[src/hdl/stap_consts.svh]
/*
 Register widths, reset values and instruction codes for the SRAM test port.
 Assumes inclusion by bare name from the package and the modules.
*/
`ifndef STAP_CONSTS_SVH
`define STAP_CONSTS_SVH
`define STAP_IR_WIDTH      3
`define STAP_BSR_LEN       72
`define STAP_ID_WIDTH      32
`define STAP_IR_EXTEST     3'h0
`define STAP_IR_IDCODE     3'h1
`define STAP_IR_SAMPLEZ    3'h2
`define STAP_IR_SAMPLE     3'h4
`define STAP_IR_BYPASS     3'h7
`define STAP_IR_CAPTURE    3'h1
// Arbitrary neutral identification value
`define STAP_ID_VALUE      32'h0000_0001
`define STAP_PLACEHOLDER   1'b0
`endif

[src/hdl/stap_pkg.sv]
/*
 Types for the SRAM test port: TAP states and decoded instructions.
 Assumes the constants header is on the include path.
*/
`include "stap_consts.svh"
package stap_pkg;
    typedef enum logic [3:0]
    {
        ST_RESET    = 4'h0,
        ST_IDLE     = 4'h1,
        ST_SEL_DR   = 4'h3,
        ST_CAP_DR   = 4'h2,
        ST_SHIFT_DR = 4'h6,
        ST_EXIT1_DR = 4'h7,
        ST_PAUSE_DR = 4'h5,
        ST_EXIT2_DR = 4'h4,
        ST_UPD_DR   = 4'hc,
        ST_SEL_IR   = 4'hd,
        ST_CAP_IR   = 4'hf,
        ST_SHIFT_IR = 4'he,
        ST_EXIT1_IR = 4'ha,
        ST_PAUSE_IR = 4'hb,
        ST_EXIT2_IR = 4'h9,
        ST_UPD_IR   = 4'h8
    } stap_state_t;
    typedef enum logic [1:0]
    {
        SEL_BYPASS = 2'h0,
        SEL_ID     = 2'h1,
        SEL_BSR    = 2'h2
    } stap_dr_sel_t;
endpackage

[src/hdl/stap_tck_if.sv]
/*
 Carrier for TCK events and synchronised TAP pins between modules.
 Assumes one clk_sys domain.
*/
`timescale 1ns/1ps
`default_nettype none
interface stap_tck_if;
    logic tckRise;
    logic tckFall;
    logic tmsSync;
    logic tdiSync;
    modport src (output tckRise, output tckFall, output tmsSync,
                 output tdiSync);
    modport dst (input tckRise, input tckFall, input tmsSync,
                 input tdiSync);
endinterface
`default_nettype wire

[src/hdl/stap_pin_sync.sv]
/*
 Two-stage synchronisers for TCK, TMS and TDI plus TCK edge detection.
 Assumes pins are asynchronous to clk_sys.
*/
`timescale 1ns/1ps
`default_nettype none
module stap_pin_sync
(
    input  wire logic   clk_sys,
    input  wire logic   rst,
    input  wire logic   tck,
    input  wire logic   tms,
    input  wire logic   tdi,
    stap_tck_if.src     evt
);
    logic [2:0] meta_reg;
    logic [2:0] sync_reg;
    logic       tckLast_reg;
    logic       armed_reg;

    // Chain keeps sampling in reset so it never holds a made-up level
    always_ff @(posedge clk_sys)
    begin
        meta_reg    <= {tck, tms, tdi};
        sync_reg    <= meta_reg;
        tckLast_reg <= sync_reg[2];
    end

    // No false TCK edge right after reset, whatever the idle level
    always_ff @(posedge clk_sys)
    begin
        if (rst)
            armed_reg <= 1'b0;
        else
            armed_reg <= 1'b1;
    end

    assign evt.tckRise = armed_reg & sync_reg[2] & ~tckLast_reg;
    assign evt.tckFall = armed_reg & ~sync_reg[2] & tckLast_reg;
    assign evt.tmsSync = sync_reg[1];
    assign evt.tdiSync = sync_reg[0];
endmodule
`default_nettype wire

[src/hdl/stap_top.sv]
/*
 TAP instruction execution for the SRAM: state machine, instruction,
 bypass, ID and 72-cell observe-only boundary register, TDO on TCK fall.
 Assumes pad levels are quasi-static inputs asynchronous to clk_sys.
*/
`timescale 1ns/1ps
`default_nettype none
`include "stap_consts.svh"
module stap_top
(
    input  wire logic        clk_sys,
    input  wire logic        rst,
    input  wire logic        tck,
    input  wire logic        tms,
    input  wire logic        tdi,
    output logic             tdo,
    output logic             tdoOe_n,
    output logic             sramOutHiz,
    input  wire logic [18:0] addr,
    input  wire logic [7:0]  data_lane_a,
    input  wire logic [7:0]  data_lane_b,
    input  wire logic [7:0]  data_lane_c,
    input  wire logic [7:0]  data_lane_d,
    input  wire logic        parity_lane_a,
    input  wire logic        parity_lane_b,
    input  wire logic        parity_lane_c,
    input  wire logic        parity_lane_d,
    input  wire logic        snooze_input,
    input  wire logic        advance_load_input,
    input  wire logic        outEnable_n,
    input  wire logic        clkEnable_n,
    input  wire logic        write_n,
    input  wire logic        sramClk,
    input  wire logic        chip_enable3_n,
    input  wire logic        byteWriteLaneA_n,
    input  wire logic        byte_write_lane_b_n,
    input  wire logic        byte_write_lane_c_n,
    input  wire logic        byte_write_lane_d_n,
    input  wire logic        chip_enable2,
    input  wire logic        chip_enable1_n,
    input  wire logic        burst_order_select_n
);
    stap_tck_if evt ();

    stap_pin_sync u_sync
    (
        .clk_sys (clk_sys),
        .rst     (rst),
        .tck     (tck),
        .tms     (tms),
        .tdi     (tdi),
        .evt     (evt)
    );

    // ------------------------------------------------------------
    // Pad snapshot in scan order, cell 71 first
    // ------------------------------------------------------------
    logic [`STAP_BSR_LEN-1:0] padVec;
    logic [`STAP_BSR_LEN-1:0] padMeta_reg;
    logic [`STAP_BSR_LEN-1:0] padSync_reg;

    assign padVec =
    {
        addr[0], addr[1], addr[3], addr[2], addr[5], addr[4],
        burst_order_select_n, parity_lane_d,
        data_lane_d[0], data_lane_d[1], data_lane_d[2], data_lane_d[3],
        data_lane_d[4], data_lane_d[5], data_lane_d[6], data_lane_d[7],
        `STAP_PLACEHOLDER, `STAP_PLACEHOLDER,
        data_lane_c[0], data_lane_c[1], data_lane_c[2], data_lane_c[3],
        data_lane_c[4], data_lane_c[5], data_lane_c[6], data_lane_c[7],
        parity_lane_c, addr[6], addr[7],
        chip_enable1_n, chip_enable2, byte_write_lane_d_n,
        byte_write_lane_c_n, byte_write_lane_b_n, byteWriteLaneA_n,
        chip_enable3_n, sramClk, write_n, clkEnable_n, outEnable_n,
        advance_load_input,
        addr[18], addr[17], addr[9], addr[8], parity_lane_b,
        data_lane_b[0], data_lane_b[1], data_lane_b[2], data_lane_b[3],
        data_lane_b[4], data_lane_b[5], data_lane_b[6], data_lane_b[7],
        `STAP_PLACEHOLDER, snooze_input,
        data_lane_a[0], data_lane_a[1], data_lane_a[2], data_lane_a[3],
        data_lane_a[4], data_lane_a[5], data_lane_a[6], data_lane_a[7],
        parity_lane_a,
        addr[10], addr[12], addr[11], addr[14], addr[13], addr[16],
        addr[15]
    };

    always_ff @(posedge clk_sys)
    begin
        if (rst)
        begin
            padMeta_reg <= '0;
            padSync_reg <= '0;
        end
        else
        begin
            padMeta_reg <= padVec;
            padSync_reg <= padMeta_reg;
        end
    end

    // ------------------------------------------------------------
    // TAP state machine
    // ------------------------------------------------------------
    stap_pkg::stap_state_t state_reg;
    stap_pkg::stap_state_t state_next;

    always_comb
    begin
        state_next = state_reg;
        case (state_reg)
            stap_pkg::ST_RESET:    state_next = evt.tmsSync ?
                stap_pkg::ST_RESET : stap_pkg::ST_IDLE;
            stap_pkg::ST_IDLE:     state_next = evt.tmsSync ?
                stap_pkg::ST_SEL_DR : stap_pkg::ST_IDLE;
            stap_pkg::ST_SEL_DR:   state_next = evt.tmsSync ?
                stap_pkg::ST_SEL_IR : stap_pkg::ST_CAP_DR;
            stap_pkg::ST_CAP_DR:   state_next = evt.tmsSync ?
                stap_pkg::ST_EXIT1_DR : stap_pkg::ST_SHIFT_DR;
            stap_pkg::ST_SHIFT_DR: state_next = evt.tmsSync ?
                stap_pkg::ST_EXIT1_DR : stap_pkg::ST_SHIFT_DR;
            stap_pkg::ST_EXIT1_DR: state_next = evt.tmsSync ?
                stap_pkg::ST_UPD_DR : stap_pkg::ST_PAUSE_DR;
            stap_pkg::ST_PAUSE_DR: state_next = evt.tmsSync ?
                stap_pkg::ST_EXIT2_DR : stap_pkg::ST_PAUSE_DR;
            stap_pkg::ST_EXIT2_DR: state_next = evt.tmsSync ?
                stap_pkg::ST_UPD_DR : stap_pkg::ST_SHIFT_DR;
            stap_pkg::ST_UPD_DR:   state_next = evt.tmsSync ?
                stap_pkg::ST_SEL_DR : stap_pkg::ST_IDLE;
            stap_pkg::ST_SEL_IR:   state_next = evt.tmsSync ?
                stap_pkg::ST_RESET : stap_pkg::ST_CAP_IR;
            stap_pkg::ST_CAP_IR:   state_next = evt.tmsSync ?
                stap_pkg::ST_EXIT1_IR : stap_pkg::ST_SHIFT_IR;
            stap_pkg::ST_SHIFT_IR: state_next = evt.tmsSync ?
                stap_pkg::ST_EXIT1_IR : stap_pkg::ST_SHIFT_IR;
            stap_pkg::ST_EXIT1_IR: state_next = evt.tmsSync ?
                stap_pkg::ST_UPD_IR : stap_pkg::ST_PAUSE_IR;
            stap_pkg::ST_PAUSE_IR: state_next = evt.tmsSync ?
                stap_pkg::ST_EXIT2_IR : stap_pkg::ST_PAUSE_IR;
            stap_pkg::ST_EXIT2_IR: state_next = evt.tmsSync ?
                stap_pkg::ST_UPD_IR : stap_pkg::ST_SHIFT_IR;
            stap_pkg::ST_UPD_IR:   state_next = evt.tmsSync ?
                stap_pkg::ST_SEL_DR : stap_pkg::ST_IDLE;
            default:               state_next = stap_pkg::ST_RESET;
        endcase
    end

    always_ff @(posedge clk_sys)
    begin
        if (rst)
            state_reg <= stap_pkg::ST_RESET;
        else if (evt.tckRise)
            state_reg <= state_next;
    end

    // ------------------------------------------------------------
    // Instruction shift and active instruction
    // ------------------------------------------------------------
    logic [`STAP_IR_WIDTH-1:0] irShift_reg;
    logic [`STAP_IR_WIDTH-1:0] irActive_reg;

    always_ff @(posedge clk_sys)
    begin
        if (rst)
            irShift_reg <= `STAP_IR_CAPTURE;
        else if (evt.tckRise && state_reg == stap_pkg::ST_CAP_IR)
            irShift_reg <= `STAP_IR_CAPTURE;
        else if (evt.tckRise && state_reg == stap_pkg::ST_SHIFT_IR)
            irShift_reg <= {evt.tdiSync,
                            irShift_reg[`STAP_IR_WIDTH-1:1]};
    end

    always_ff @(posedge clk_sys)
    begin
        if (rst)
            irActive_reg <= `STAP_IR_IDCODE;
        else if (state_reg == stap_pkg::ST_RESET)
            irActive_reg <= `STAP_IR_IDCODE;
        else if (evt.tckFall && state_reg == stap_pkg::ST_UPD_IR)
            irActive_reg <= irShift_reg;
    end

    // ------------------------------------------------------------
    // Decode: reserved codes fall back to bypass
    // ------------------------------------------------------------
    stap_pkg::stap_dr_sel_t drSel;
    logic                   hizWanted;

    always_comb
    begin
        drSel     = stap_pkg::SEL_BYPASS;
        hizWanted = 1'b0;
        case (irActive_reg)
            `STAP_IR_EXTEST:
            begin
                drSel     = stap_pkg::SEL_BSR;
                hizWanted = 1'b1;
            end
            `STAP_IR_IDCODE:  drSel = stap_pkg::SEL_ID;
            `STAP_IR_SAMPLEZ:
            begin
                drSel     = stap_pkg::SEL_BSR;
                hizWanted = 1'b1;
            end
            `STAP_IR_SAMPLE:  drSel = stap_pkg::SEL_BSR;
            default:          drSel = stap_pkg::SEL_BYPASS;
        endcase
    end

    always_ff @(posedge clk_sys)
    begin
        if (rst)
            sramOutHiz <= 1'b0;
        else
            sramOutHiz <= hizWanted;
    end

    // ------------------------------------------------------------
    // Data registers: observe-only, no update latch
    // ------------------------------------------------------------
    logic                      bypass_reg;
    logic [`STAP_ID_WIDTH-1:0] id_reg;
    logic [`STAP_BSR_LEN-1:0]  bsr_reg;
    logic                      capDr;
    logic                      shDr;

    assign capDr = evt.tckRise && state_reg == stap_pkg::ST_CAP_DR;
    assign shDr  = evt.tckRise && state_reg == stap_pkg::ST_SHIFT_DR;

    always_ff @(posedge clk_sys)
    begin
        if (rst)
            bypass_reg <= 1'b0;
        else if (capDr && drSel == stap_pkg::SEL_BYPASS)
            bypass_reg <= 1'b0;
        else if (shDr && drSel == stap_pkg::SEL_BYPASS)
            bypass_reg <= evt.tdiSync;
    end

    always_ff @(posedge clk_sys)
    begin
        if (rst)
            id_reg <= `STAP_ID_VALUE;
        else if (capDr && drSel == stap_pkg::SEL_ID)
            id_reg <= `STAP_ID_VALUE;
        else if (shDr && drSel == stap_pkg::SEL_ID)
            id_reg <= {evt.tdiSync, id_reg[`STAP_ID_WIDTH-1:1]};
    end

    always_ff @(posedge clk_sys)
    begin
        if (rst)
            bsr_reg <= '0;
        else if (capDr && drSel == stap_pkg::SEL_BSR)
            bsr_reg <= padSync_reg;
        else if (shDr && drSel == stap_pkg::SEL_BSR)
            bsr_reg <= {evt.tdiSync,
                        bsr_reg[`STAP_BSR_LEN-1:1]};
    end

    // ------------------------------------------------------------
    // TDO launched on TCK fall
    // ------------------------------------------------------------
    logic tdoBit;

    always_comb
    begin
        tdoBit = bypass_reg;
        if (state_reg == stap_pkg::ST_SHIFT_IR)
            tdoBit = irShift_reg[0];
        else if (drSel == stap_pkg::SEL_ID)
            tdoBit = id_reg[0];
        else if (drSel == stap_pkg::SEL_BSR)
            tdoBit = bsr_reg[0];
    end

    always_ff @(posedge clk_sys)
    begin
        if (rst)
        begin
            tdo     <= 1'b0;
            tdoOe_n <= 1'b1;
        end
        else if (evt.tckFall)
        begin
            tdo     <= tdoBit;
            tdoOe_n <= ~(state_reg == stap_pkg::ST_SHIFT_IR ||
                         state_reg == stap_pkg::ST_SHIFT_DR);
        end
    end
endmodule
`default_nettype wire

[config.mk]
export PLATFORM = sky130hd
export DESIGN_NAME = stap_top
export DESIGN_NICKNAME = d
export VERILOG_FILES = /design/src/hdl/stap_pkg.sv /design/src/hdl/stap_tck_if.sv /design/src/hdl/stap_pin_sync.sv /design/src/hdl/stap_top.sv
export VERILOG_INCLUDE_DIRS = /design/src /design/src/hdl
export SDC_FILE = /design/constraint.sdc
export NUM_CORES = 1
export LEC_CHECK = 0
export BUFFER_PORTS_ARGS = -buffer_cell sky130_fd_sc_hd__buf_2
export CORE_MARGIN = 4
export CORE_UTILIZATION = 55
export CTS_BUF_LIST = sky130_fd_sc_hd__clkbuf_8
export CTS_CLUSTER_SIZE = 24
export DETAILED_ROUTE_END_ITERATION = 16
export GPL_TIMING_DRIVEN = 0
export PLACE_DENSITY = 0.87
export SLEW_MARGIN = 20
export SYNTH_ARGS = -nofsm -noshare
export SYNTH_HDL_FRONTEND = slang
export SYNTH_SLANG_ARGS = --single-unit
[constraint.sdc]
create_clock -name clk_sys -period 1.4 [get_ports clk_sys]
set_input_delay 0.07 -clock clk_sys [delete_from_list [all_inputs] [get_ports clk_sys]]
set_output_delay 0.07 -clock clk_sys [all_outputs]
set_load 0.02 [all_outputs]
==> results of run 1 <==
-- area by class of cell --
class                           instances  area [um^2]  area share [%]
Multi-Input combinational cell        611         4080           31.91
Tap cell                              216        270.3           2.114
Timing Repair Buffer                  193         1669           13.05
Sequential cell                       264         5301           41.46
Clock buffer                           48        660.6           5.167
Clock inverter                         19        150.1           1.174
Inverter                                3        15.01          0.1174
Buffer                                 71        639.4           5.000
-- how the worst max path moves through the flow --
| stage | to | depth (start not counted) | slack (ns) | start |
|---|---|---|---|---|
| 6_report | bsr_reg[8] | 7 | -0.44 | state_reg[0] |
| 5_1_grt | bsr_reg[11] | 6 | -0.54 | state_reg[0] |
| 4_1_cts | bsr_reg[43] | 7 | -0.32 | state_reg[3] |
| 3_5_place_dp | bsr_reg[59] | 7 | -0.66 | state_reg[0] |
| 3_3_place_gp | bsr_reg[59] | 7 | -0.61 | state_reg[0] |
| 2_1_floorplan | bsr_reg[48] | 8 | -0.13 | state_reg[0] |
-- critical path, delay by kind of cell (launching register included) --
| family | cells | cell delay (ns) |
|---|---|---|
| AND/OR/NAND/NOR | 2 | 0.67 |
| flip-flops | 1 | 0.37 |
| AO/OA/AOI/OAI | 2 | 0.28 |
| buffers and inverters | 3 | 0.44 |
-- layer usage --
| metal | GRT usage (%) | routed length (um) | vias up |
|---|---|---|---|
| met5 | 0 | 0 | - |
| met4 | 15.05 | 2572 | 0 |
| met3 | 5.924 | 3271 | 278 |
| met2 | 51.03 | 15830 | 791 |
| met1 | 30.95 | 11030 | 3985 |
| li1 | - | - | 3641 |
-- per-stage QoR --
stage	worst slack, ns	cells	setup TNS, ns	total power, W	cell area [um^2]
floorplan	-0.1327	954	-6.257	0.008158	8904
global placement	-0.6108	1246	-50.55	0.008327	9554
detailed placement	-0.6639	1246	-60.29	0.008341	9554
CTS	-0.3152	1411	-23.76	0.01480	11770
global route	-0.5367	1425	-37.34	0.01542	12790
finish	-0.4402	1425	-31.45	0.01516	12790
-- synth_stat cells, types with 3 or more instances --
master | instances | share of area, %
buf_6 | 3 | 0.38
a31oi_1 | 39 | 2.8
nand4_1 | 3 | 0.21
a211o_1 | 3 | 0.30
a21oi_1 | 113 | 6.4
buf_2 | 18 | 1.0
and3_1 | 4 | 0.28
nand3b_1 | 5 | 0.43
o21ai_0 | 77 | 4.4
clkbuf_1 | 51 | 2.2
buf_4 | 3 | 0.26
nor2b_1 | 141 | 10
nand2b_1 | 3 | 0.21
nor2_1 | 7 | 0.30
nand3_1 | 4 | 0.23
nand2_1 | 179 | 7.6
nor3_1 | 7 | 0.40
inv_1 | 3 | 0.13
dfxtp_1 | 264 | 60
nor3b_1 | 3 | 0.26
-- placed cells by master (no fill, tap or decap), drive strengths merged, types with 7 or more instances in the layout --
cell         count
dfxtp          264
buf            151
dlygate4sd3     72
a31oi           39
inv             13
clkbuf          89
nor3             7
a21oi          113
nor2             7
nor2b          141
nand2          179
o21ai           77
-- where the power goes --
group / leakage [nW] / switching, W / internal, W
combinational: 2.69 / 0.000312 / 0.000354
sequential: 2.16 / 0.0000923 / 0.00771
clock: 0.459 / 0.00319 / 0.00350
-- kinds of logic (layout without fill, tap and decap cells) --
logic type	count (synthesis)	count (layout)	share of synthesized area, %
simple gates	366	366	21.04
flops	264	264	59.88
compound gates	242	242	14.76
buf+inv	79	334	3.998
fa+ha+maj	1	1	0.1134
xor+xnor	1	1	0.09925
mux	1	1	0.1134
-- repair_timing --
action | 4_1_cts | 5_1_grt
endpoints found under the hold margin | 72 | 0
pin swaps | 52 | 116
gates cloned | 8 | 5
setup buffers | 18 | 17
gates resized for setup | 125 | 254
hold buffers | 72 | 0
endpoints found under the setup margin | 111 | 116
==> metrics, run 1 <==
Post-Syn Area ~9000 um^2; RR Endpoint bsr_reg[8]; CP max FO 8; hold path start rst; most frequent CP cell buf_12; Avg Inst Size Synth 9.252 um^2; DR vias about 8700; Starting Density between 50 and 60%; Yosys cell types 39; wire length per cell ~23 um; largest net degree at the start of global routing 12; fin crit period 1.840 ns; TritonRoute pass-1 iters 9; Setup-failing EPs final roughly 110; critical path's slowest cell nor4b_4; input/output buffers 76; initial DRC count 1000; reg-to-reg setup timing slack -0.44 ns; f_max between 500 and 600 MHz; overall routing resource usage between 20% and 30%; status finished with violations; Worst Hold Class input port to flop; final net count approximately 1300; Crit path required time 1.88 ns; Die W around 130 um; filler cell count in the final layout around 690; Setup WS post-layout -0.4402 ns; Post-Synthesis Net Count 1028; count of final hold-check violations 0; Largest register FFs 72; Worst Skew just under 0.03 ns; crit path DAT 2.32 ns; clk sink count between 200 and 300; Slew headroom 36.95%; failing checks setup timing; IO Pins just under 80; Power Dens Cells roughly 1200 nW/um^2; die area 18140 um^2; crit path kind flop to flop; Post-synth EDFFs 0; CTS tree done; std cell rows 46; slowest stage delay, CP approximately 0.4 ns; Leak approximately 5.3 nW; sequential area share after synthesis 59.88%; CTS Buffer Depth 3; CTS clock-pin slew for the worst setup and hold paths 0.07 ns; # diodes 0; r2r worst-path depth 7; share of cells above drive strength 1 between 30% and 40%; crit start category flop; initial antenna violation count 0; DRC Markers 0; ys async rst share 0%; clock tree root buffer cell clkbuf_8; number of synthesis warnings 0; Mapped Cells 954; Worst Setup End Kind flop; worst hold margin 0.08792 ns; Num CTS Buffers 40; post-DR vias/cell 6.102; area grow syn2layout 44.87%; Min-Delay Endpoint padMeta_reg[43]; CORE AREA between 15000 and 20000 um^2; Slew Viols, Final 0; Hold Crit Depth 3; post-DP HPWL between 10000 and 15000 um; max-cap violations 0; first-pass GRT wire length ~41000 um; Util after Layout 80.78%; RR Startpoint state_reg[0]; Congestion Overflow GR 0; period utilization 131.4%; Slew @ Worst Pin ~0.95 ns; peak supply drop roughly 0.94 mV; Antenna Nets Post-Route 0; GPL Wtd Cong between 0.8 and 0.9; final wirelength ~33000 um; register bit count reported by yosys approximately 260; crit path cell chain nor4b_4 > and3_4 > buf_12 > buf_8 > buf_12 > a21oi_2 > a21oi_1; RSZ-0062 raised after global routing yes; Die Y 134.7 um; H-tree level count 2; Worst-Skew Late Latency around 0.58 ns; number of global-route vias before repair 8176; Post-synth top flop dfxtp_1
Power figures use the tool's default switching activity.
==> run 2: changes to the inputs <==
--- a/config.mk
+++ b/config.mk
@@ -7,6 +7,7 @@
 export NUM_CORES = 1
 export LEC_CHECK = 0
 export BUFFER_PORTS_ARGS = -buffer_cell sky130_fd_sc_hd__buf_2
+export CORE_ASPECT_RATIO = 0.9
 export CORE_MARGIN = 4
 export CORE_UTILIZATION = 55
 export CTS_BUF_LIST = sky130_fd_sc_hd__clkbuf_8
@@ -14,6 +15,7 @@
 export DETAILED_ROUTE_END_ITERATION = 16
 export GPL_TIMING_DRIVEN = 0
 export PLACE_DENSITY = 0.87
+export RECOVER_POWER = 25
 export SLEW_MARGIN = 20
 export SYNTH_ARGS = -nofsm -noshare
 export SYNTH_HDL_FRONTEND = slang
==> run 2 against run 1 <==
Compared with the run above:
- the flow still finishes with violations (setup timing)
- die area about the same
- non-clock buffer count increased by 1
- combinational power increased by 3%
==> metrics, run 2 (same netlist as run 1, synthesis figures left out) <==
die area 18140 um^2 (about the same); period utilization 131.1% (-0.38 points); crit start category flop; final std cells w/o fill 1415 (-0.70%); GPL Wtd Cong 0.8163 (-6.2%); TritonRoute pass-1 iters 7 (-2); share of cells above drive strength 1 30.88% (-2.4 points); CORE AREA 15550 um^2 (-1.8%); first-pass GRT wire length 39160 um (-4.2%); Slew headroom 49.07% (+12 points); Slew Viols, Final 0 (unchanged); CP max FO 10 (+2); DRC Markers 0 (unchanged); area grow syn2layout 43.42%; number of global-route vias before repair 8028 (-1.8%); fin crit period 1.835 ns (-0.005265 ns); commonest cells after routing, fill and taps aside 257 x dfxtp_1, 140 x nor2b_1, 108 x nand2_1; Die Y 128.2 um (-4.8%); Leak 5.116 nW (-3.7%); DR vias 8367 (-3.8%); failing checks setup timing; post-DP HPWL 11660 um (+2.4%); commonest non-fill, non-tap cell in the layout dfxtp_1; clk sink count 264 (unchanged); peak supply drop 1.224 mV (+30%); largest net degree at the start of global routing 11 (-1); final setup TNS -28.43 ns (+3.021 ns); CTS tree done; Die W 141.5 um (+5.1%); crit path DAT 2.30 ns (-0.02 ns); Power Dens Cells 1163 nW/um^2 (-1.9%); Design Power 0.01473 W (-2.8%); wire length per cell 20.73 um (-9.7%); IO Pins 77 (unchanged); Setup WS post-layout -0.4350 ns (+0.005265 ns); Setup-failing EPs final 110 (+1.9%); Starting Density 56.76% (+1.0 points); Worst-Skew Late Latency 0.56 ns (-0.02 ns); count of final hold-check violations 0 (unchanged); Worst Setup End Kind flop; Worst Hold Class input port to flop; Antenna Nets Post-Route 0 (unchanged); Worst Skew 0.01944 ns (-0.009747 ns); max-cap violations 0 (unchanged); CTS clock-pin slew for the worst setup and hold paths 0.07 ns (about the same); overall routing resource usage 26.68% (-1.5 points); final wirelength 29330 um (-10%); status finished with violations; Congestion Overflow GR 0 (unchanged); clock tree root buffer cell clkbuf_8; H-tree level count 2 (unchanged); f_max 545.0 MHz (+0.29%); placed insts 1232 (-1.1%); input/output buffers 76 (unchanged); final net count 1258 (unchanged); Slew @ Worst Pin 0.7640 ns (-0.1817 ns); initial DRC count 1144 (+14%); filler cell count in the final layout 748 (+8.9%); Num CTS Buffers 39 (-2.5%); initial antenna violation count 2 (+2); std cell rows 43 (-6.5%); post-DR vias/cell 5.913 (-3.1%); CTS Buffer Depth 3 (unchanged); Crit path required time 1.86 ns (-0.02 ns); Largest register FFs 72 (unchanged); RSZ-0062 raised after global routing yes; crit path kind flop to flop
run 2: metal layers:
metal | vias to the layer above | share of wire [%] | track usage (%)
met5 | - | 0 | 0
met4 | 0 | 6.5 | 13.54
met3 | 207 | 8.9 | 6.005
met2 | 612 | 50 | 47.46
met1 | 3915 | 35 | 29.98
li1 | 3633 | - | -
run 2: critical path: stages (launching register included):
cell,delay [ns]
dfxtp_4,0.37
nor4b_4,0.38
and3_4,0.36
buf_2,0.26
a21oi_1,0.12
a21oi_1,0.23
run 2: path summary, 6_finish.rpt:
check | end | slack, ns | startpoint | cells past startpoint
max | bsr_reg[19] | -0.43 | state_reg[0] | 5
min | u_sync.meta_reg[1] | 0.15 | tms | 2
max reg2reg | bsr_reg[19] | -0.43 | state_reg[0] | 5
min reg2reg | u_sync.sync_reg[0] | 0.33 | u_sync.meta_reg[0] | 0
run 2: power by group:
part | switching [W] | leakage (nW) | total, W | internal (W)
registers | 0.0000840 | 2.16 | 0.00779 | 0.00771
logic | 0.000313 | 2.50 | 0.000684 | 0.000372
clock network | 0.00304 | 0.451 | 0.00625 | 0.00321
total | 0.00344 | 5.12 | 0.0147 | 0.0113
run 2: through the flow:
step | area (um^2) | setup WS (ns) | util, % | hold WS [ns]
2_1_floorplan | 8904 | -0.1327 | - | 0.09772
3_3_place_gp | 9537 | -0.4154 | 61.33 | 0.1757
3_5_place_dp | 9537 | -0.4580 | 61.33 | 0.1747
4_1_cts | 11840 | -0.2931 | 76.14 | 0.04842
5_1_grt | 12660 | -0.4760 | 81.41 | 0.1599
6_report | 12660 | -0.4350 | 81.41 | 0.1482
run 2: cell type report:
class | instances | area (um^2) | area share (%)
tap | 202 | 252.7 | 1.997
inverter | 3 | 11.26 | 0.08896
buffer | 72 | 633.1 | 5.001
clock inverter | 18 | 80.08 | 0.6326
antenna | 2 | 5.005 | 0.03954
clock buffer | 50 | 688.2 | 5.436
sequential | 264 | 5301 | 41.88
timing repair buffer | 193 | 1667 | 13.17
multi-input combinational | 611 | 4020 | 31.76
run 2: repair_timing:
item	CTS	global route
pin swaps	96	77
hold buffers	72	0
endpoints found under the hold margin	72	0
gates resized for setup	159	196
cloned	11	4
setup endpoints to repair	114	116
setup buffers	17	15
==> run 3: changes to the inputs <==
--- a/config.mk
+++ b/config.mk
@@ -8,7 +8,6 @@
 export LEC_CHECK = 0
 export BUFFER_PORTS_ARGS = -buffer_cell sky130_fd_sc_hd__buf_2
 export CORE_ASPECT_RATIO = 0.9
-export CORE_MARGIN = 4
 export CORE_UTILIZATION = 55
 export CTS_BUF_LIST = sky130_fd_sc_hd__clkbuf_8
 export CTS_CLUSTER_SIZE = 24
==> run 3 against run 2 <==
Compared with the run above:
- the flow still finishes with violations (setup timing)
- cell count about the same
- critical path depth grew 1
- critical path type unchanged
- via count up 3.7%
- highest routed layer unchanged
- critical endpoint is now bsr_reg[8]
- die area fell by 8.7%
- sequential cell count stayed put
==> metrics, run 3 (same netlist as run 1, synthesis figures left out) <==
status finished with violations; failing checks setup timing; # diodes 0 (-2); Crit path required time 1.87 ns (about the same); area grow syn2layout 46.29%; sw frac 23.67% (+0.34 points); fin crit period 1.887 ns (+0.05222 ns); max-cap violations 0 (unchanged); GPL Wtd Cong 0.8832 (+8.2%); Worst Hold Class input port to flop; combinational power share 4.7% (about the same); Worst-Skew Late Latency 0.56 ns (about the same); first-pass GRT wire length 37960 um (-3.1%); Buf/Inv on CP 2 (+1); initial DRC count 971 (-15%); Congestion Overflow GR 0 (unchanged); critical path's slowest cell and3_4; die area 16560 um^2 (-8.7%); area post-placement 9537 um^2 (unchanged); final instance area 12910 um^2 (+2.0%); Largest register FFs 72 (unchanged); crit path DAT 2.35 ns (+0.05 ns); period utilization 134.8% (+3.7 points); DR vias 8680 (+3.7%); peak supply drop 1.006 mV (-18%); Pint 0.01141 W (+1.1%); final wirelength 32120 um (+9.5%); hold path start rst; clock tree root buffer cell clkbuf_8; stages on the worst setup path 6 (+1); switching power 0.003539 W (+3.0%); crit path to bsr_reg[8]; share of cells above drive strength 1 34.16% (+3.3 points); f_max 529.9 MHz (-2.8%); Worst Skew 0.03044 ns (+0.01100 ns); Flop pwr share 52.2% (-0.7 points); count of final hold-check violations 0 (unchanged); number of global-route vias before repair 7997 (-0.39%); overall routing resource usage 29.26% (+2.6 points); clock network fraction of design power 43.0% (+0.5 points); final std cells w/o fill 1414 (-0.071%); Die W 135.5 um (-4.2%); Slew Viols, Final 0 (unchanged); commonest cells after routing, fill and taps aside 255 x dfxtp_1, 141 x nor2b_1, 101 x nand2_1; Slew @ Worst Pin 0.7466 ns (-0.01737 ns); Setup-failing EPs final 116 (+5.5%); crit start category flop; CTS clock-pin slew for the worst setup and hold paths 0.07 ns (about the same); final setup TNS -33.11 ns (-4.684 ns); TritonRoute pass-1 iters 9 (+2); CP max FO 10 (unchanged); reg-to-reg setup timing slack -0.49 ns (-0.05 ns); Worst Setup End Kind flop; Leak 5.303 nW (+3.7%); CORE AREA 15550 um^2 (unchanged); worst setup path start irActive_reg[0]; placed insts 1232 (unchanged); crit path kind flop to flop; Antenna Nets Post-Route 0 (unchanged); slowest stage delay, CP 0.34 ns (-0.04 ns); r2r worst-path depth 6 (+1); DRC Markers 0 (unchanged); RSZ-0062 raised after global routing yes; H-tree level count 2 (unchanged); initial antenna violation count 0 (-2); Setup WS post-layout -0.4872 ns (-0.05222 ns); commonest non-fill, non-tap cell in the layout dfxtp_1; final net count 1263 (+0.40%); Power Dens Cells 1158 nW/um^2 (-0.45%); IO Pins 77 (unchanged); RR Startpoint irActive_reg[0]; std cell rows 43 (unchanged); CTS Buffer Depth 3 (unchanged); Die Y 122.2 um (-4.7%); Starting Density 56.76% (unchanged); Crit path max-delay family compound AO/OA/AOI/OAI gates; RR Endpoint bsr_reg[8]; wire length per cell 22.72 um (+9.6%); post-DR vias/cell 6.139 (+3.8%); largest net degree at the start of global routing 11 (unchanged); CTS tree done; clk sink count 264 (unchanged); Place WS -0.4957 ns (-0.03771 ns); Num CTS Buffers 39 (unchanged); post-DP HPWL 11360 um (-2.5%); input/output buffers 76 (unchanged); crit path cell chain clkbuf_4 > a21oi_4 > and3_4 > clkbuf_2 > o21ai_0 > a21oi_1; Slew headroom 50.23% (+1.2 points); Util after Layout 83.04% (+1.6 points)
[run 3: changes by cell type in the layout (fill, tap and decap cells not counted), moves of 7 or more]
cell | previous run | this run
a21oi_1 | 64 | 41
a21oi_2 | 45 | 62
nand2_2 | 19 | 31
buf_8 | 16 | 24
nand2_1 | 108 | 101
[run 3: what timing repair did]
action	4_1_cts	5_1_grt
endpoints found under the setup margin	114	117
hold buffers	72	0
gates resized for setup	126	294
setup buffers	21	17
pin swaps	43	141
endpoints found under the hold margin	72	0
cloned	10	6
[run 3: through the flow]
stage	total power (W)	hold WS (ns)
after floorplan	0.008158	0.09772
after global placement	0.008329	0.1755
after detailed placement	0.008341	0.1742
after CTS	0.01455	0.03573
after global routing	0.01524	0.1717
final	0.01495	0.1417
[run 3: worst reg2reg max path: cells and delay by family, from the launching register on]
family | cells | cell delay [ns]
AO/OA/AOI/OAI | 3 | 0.69
AND/OR/NAND/NOR | 1 | 0.34
flip-flops | 1 | 0.31
buffers and inverters | 2 | 0.45
[run 3: worst min path at each step]
stage,to,slack (ns),cells after the start
after floorplan,u_sync.meta_reg[0],0.1,0
final,padMeta_reg[48],0.14,3
after detailed placement,u_sync.meta_reg[0],0.17,1
after global routing,u_sync.meta_reg[2],0.17,2
after CTS,padMeta_reg[43],0.04,3
after global placement,u_sync.meta_reg[0],0.18,1
[run 3: final cells by class]
cell class	count	area, um^2
plain buffers	70	605.6
clock buffers	49	674.4
fillers	684	2638
clock inverters	15	93.84
well taps	202	252.7
flip-flops and latches	264	5304
multi-input cells	611	4204
repair buffers	200	1762
inverters	3	15.01
[run 3: power groups by stage]
stage / sequential (W) / combinational, W / clock, W
after floorplan: 0.00791 / 0.000247 / 0
after global placement: 0.00793 / 0.000400 / 0
after detailed placement: 0.00793 / 0.000410 / 0
after CTS: 0.00777 / 0.000615 / 0.00616
after global routing: 0.00781 / 0.000743 / 0.00669
final: 0.00781 / 0.000708 / 0.00644
[run 3: per-layer routing]
| metal | track usage [%] | share of wire [%] | vias to the layer above |
|---|---|---|---|
| li1 | - | - | 3643 |
| met1 | 31.28 | 33 | 4006 |
| met2 | 53.91 | 50 | 760 |
| met3 | 5.993 | 9.1 | 271 |
| met4 | 15.80 | 8.0 | 0 |
| met5 | 0 | 0 | - |
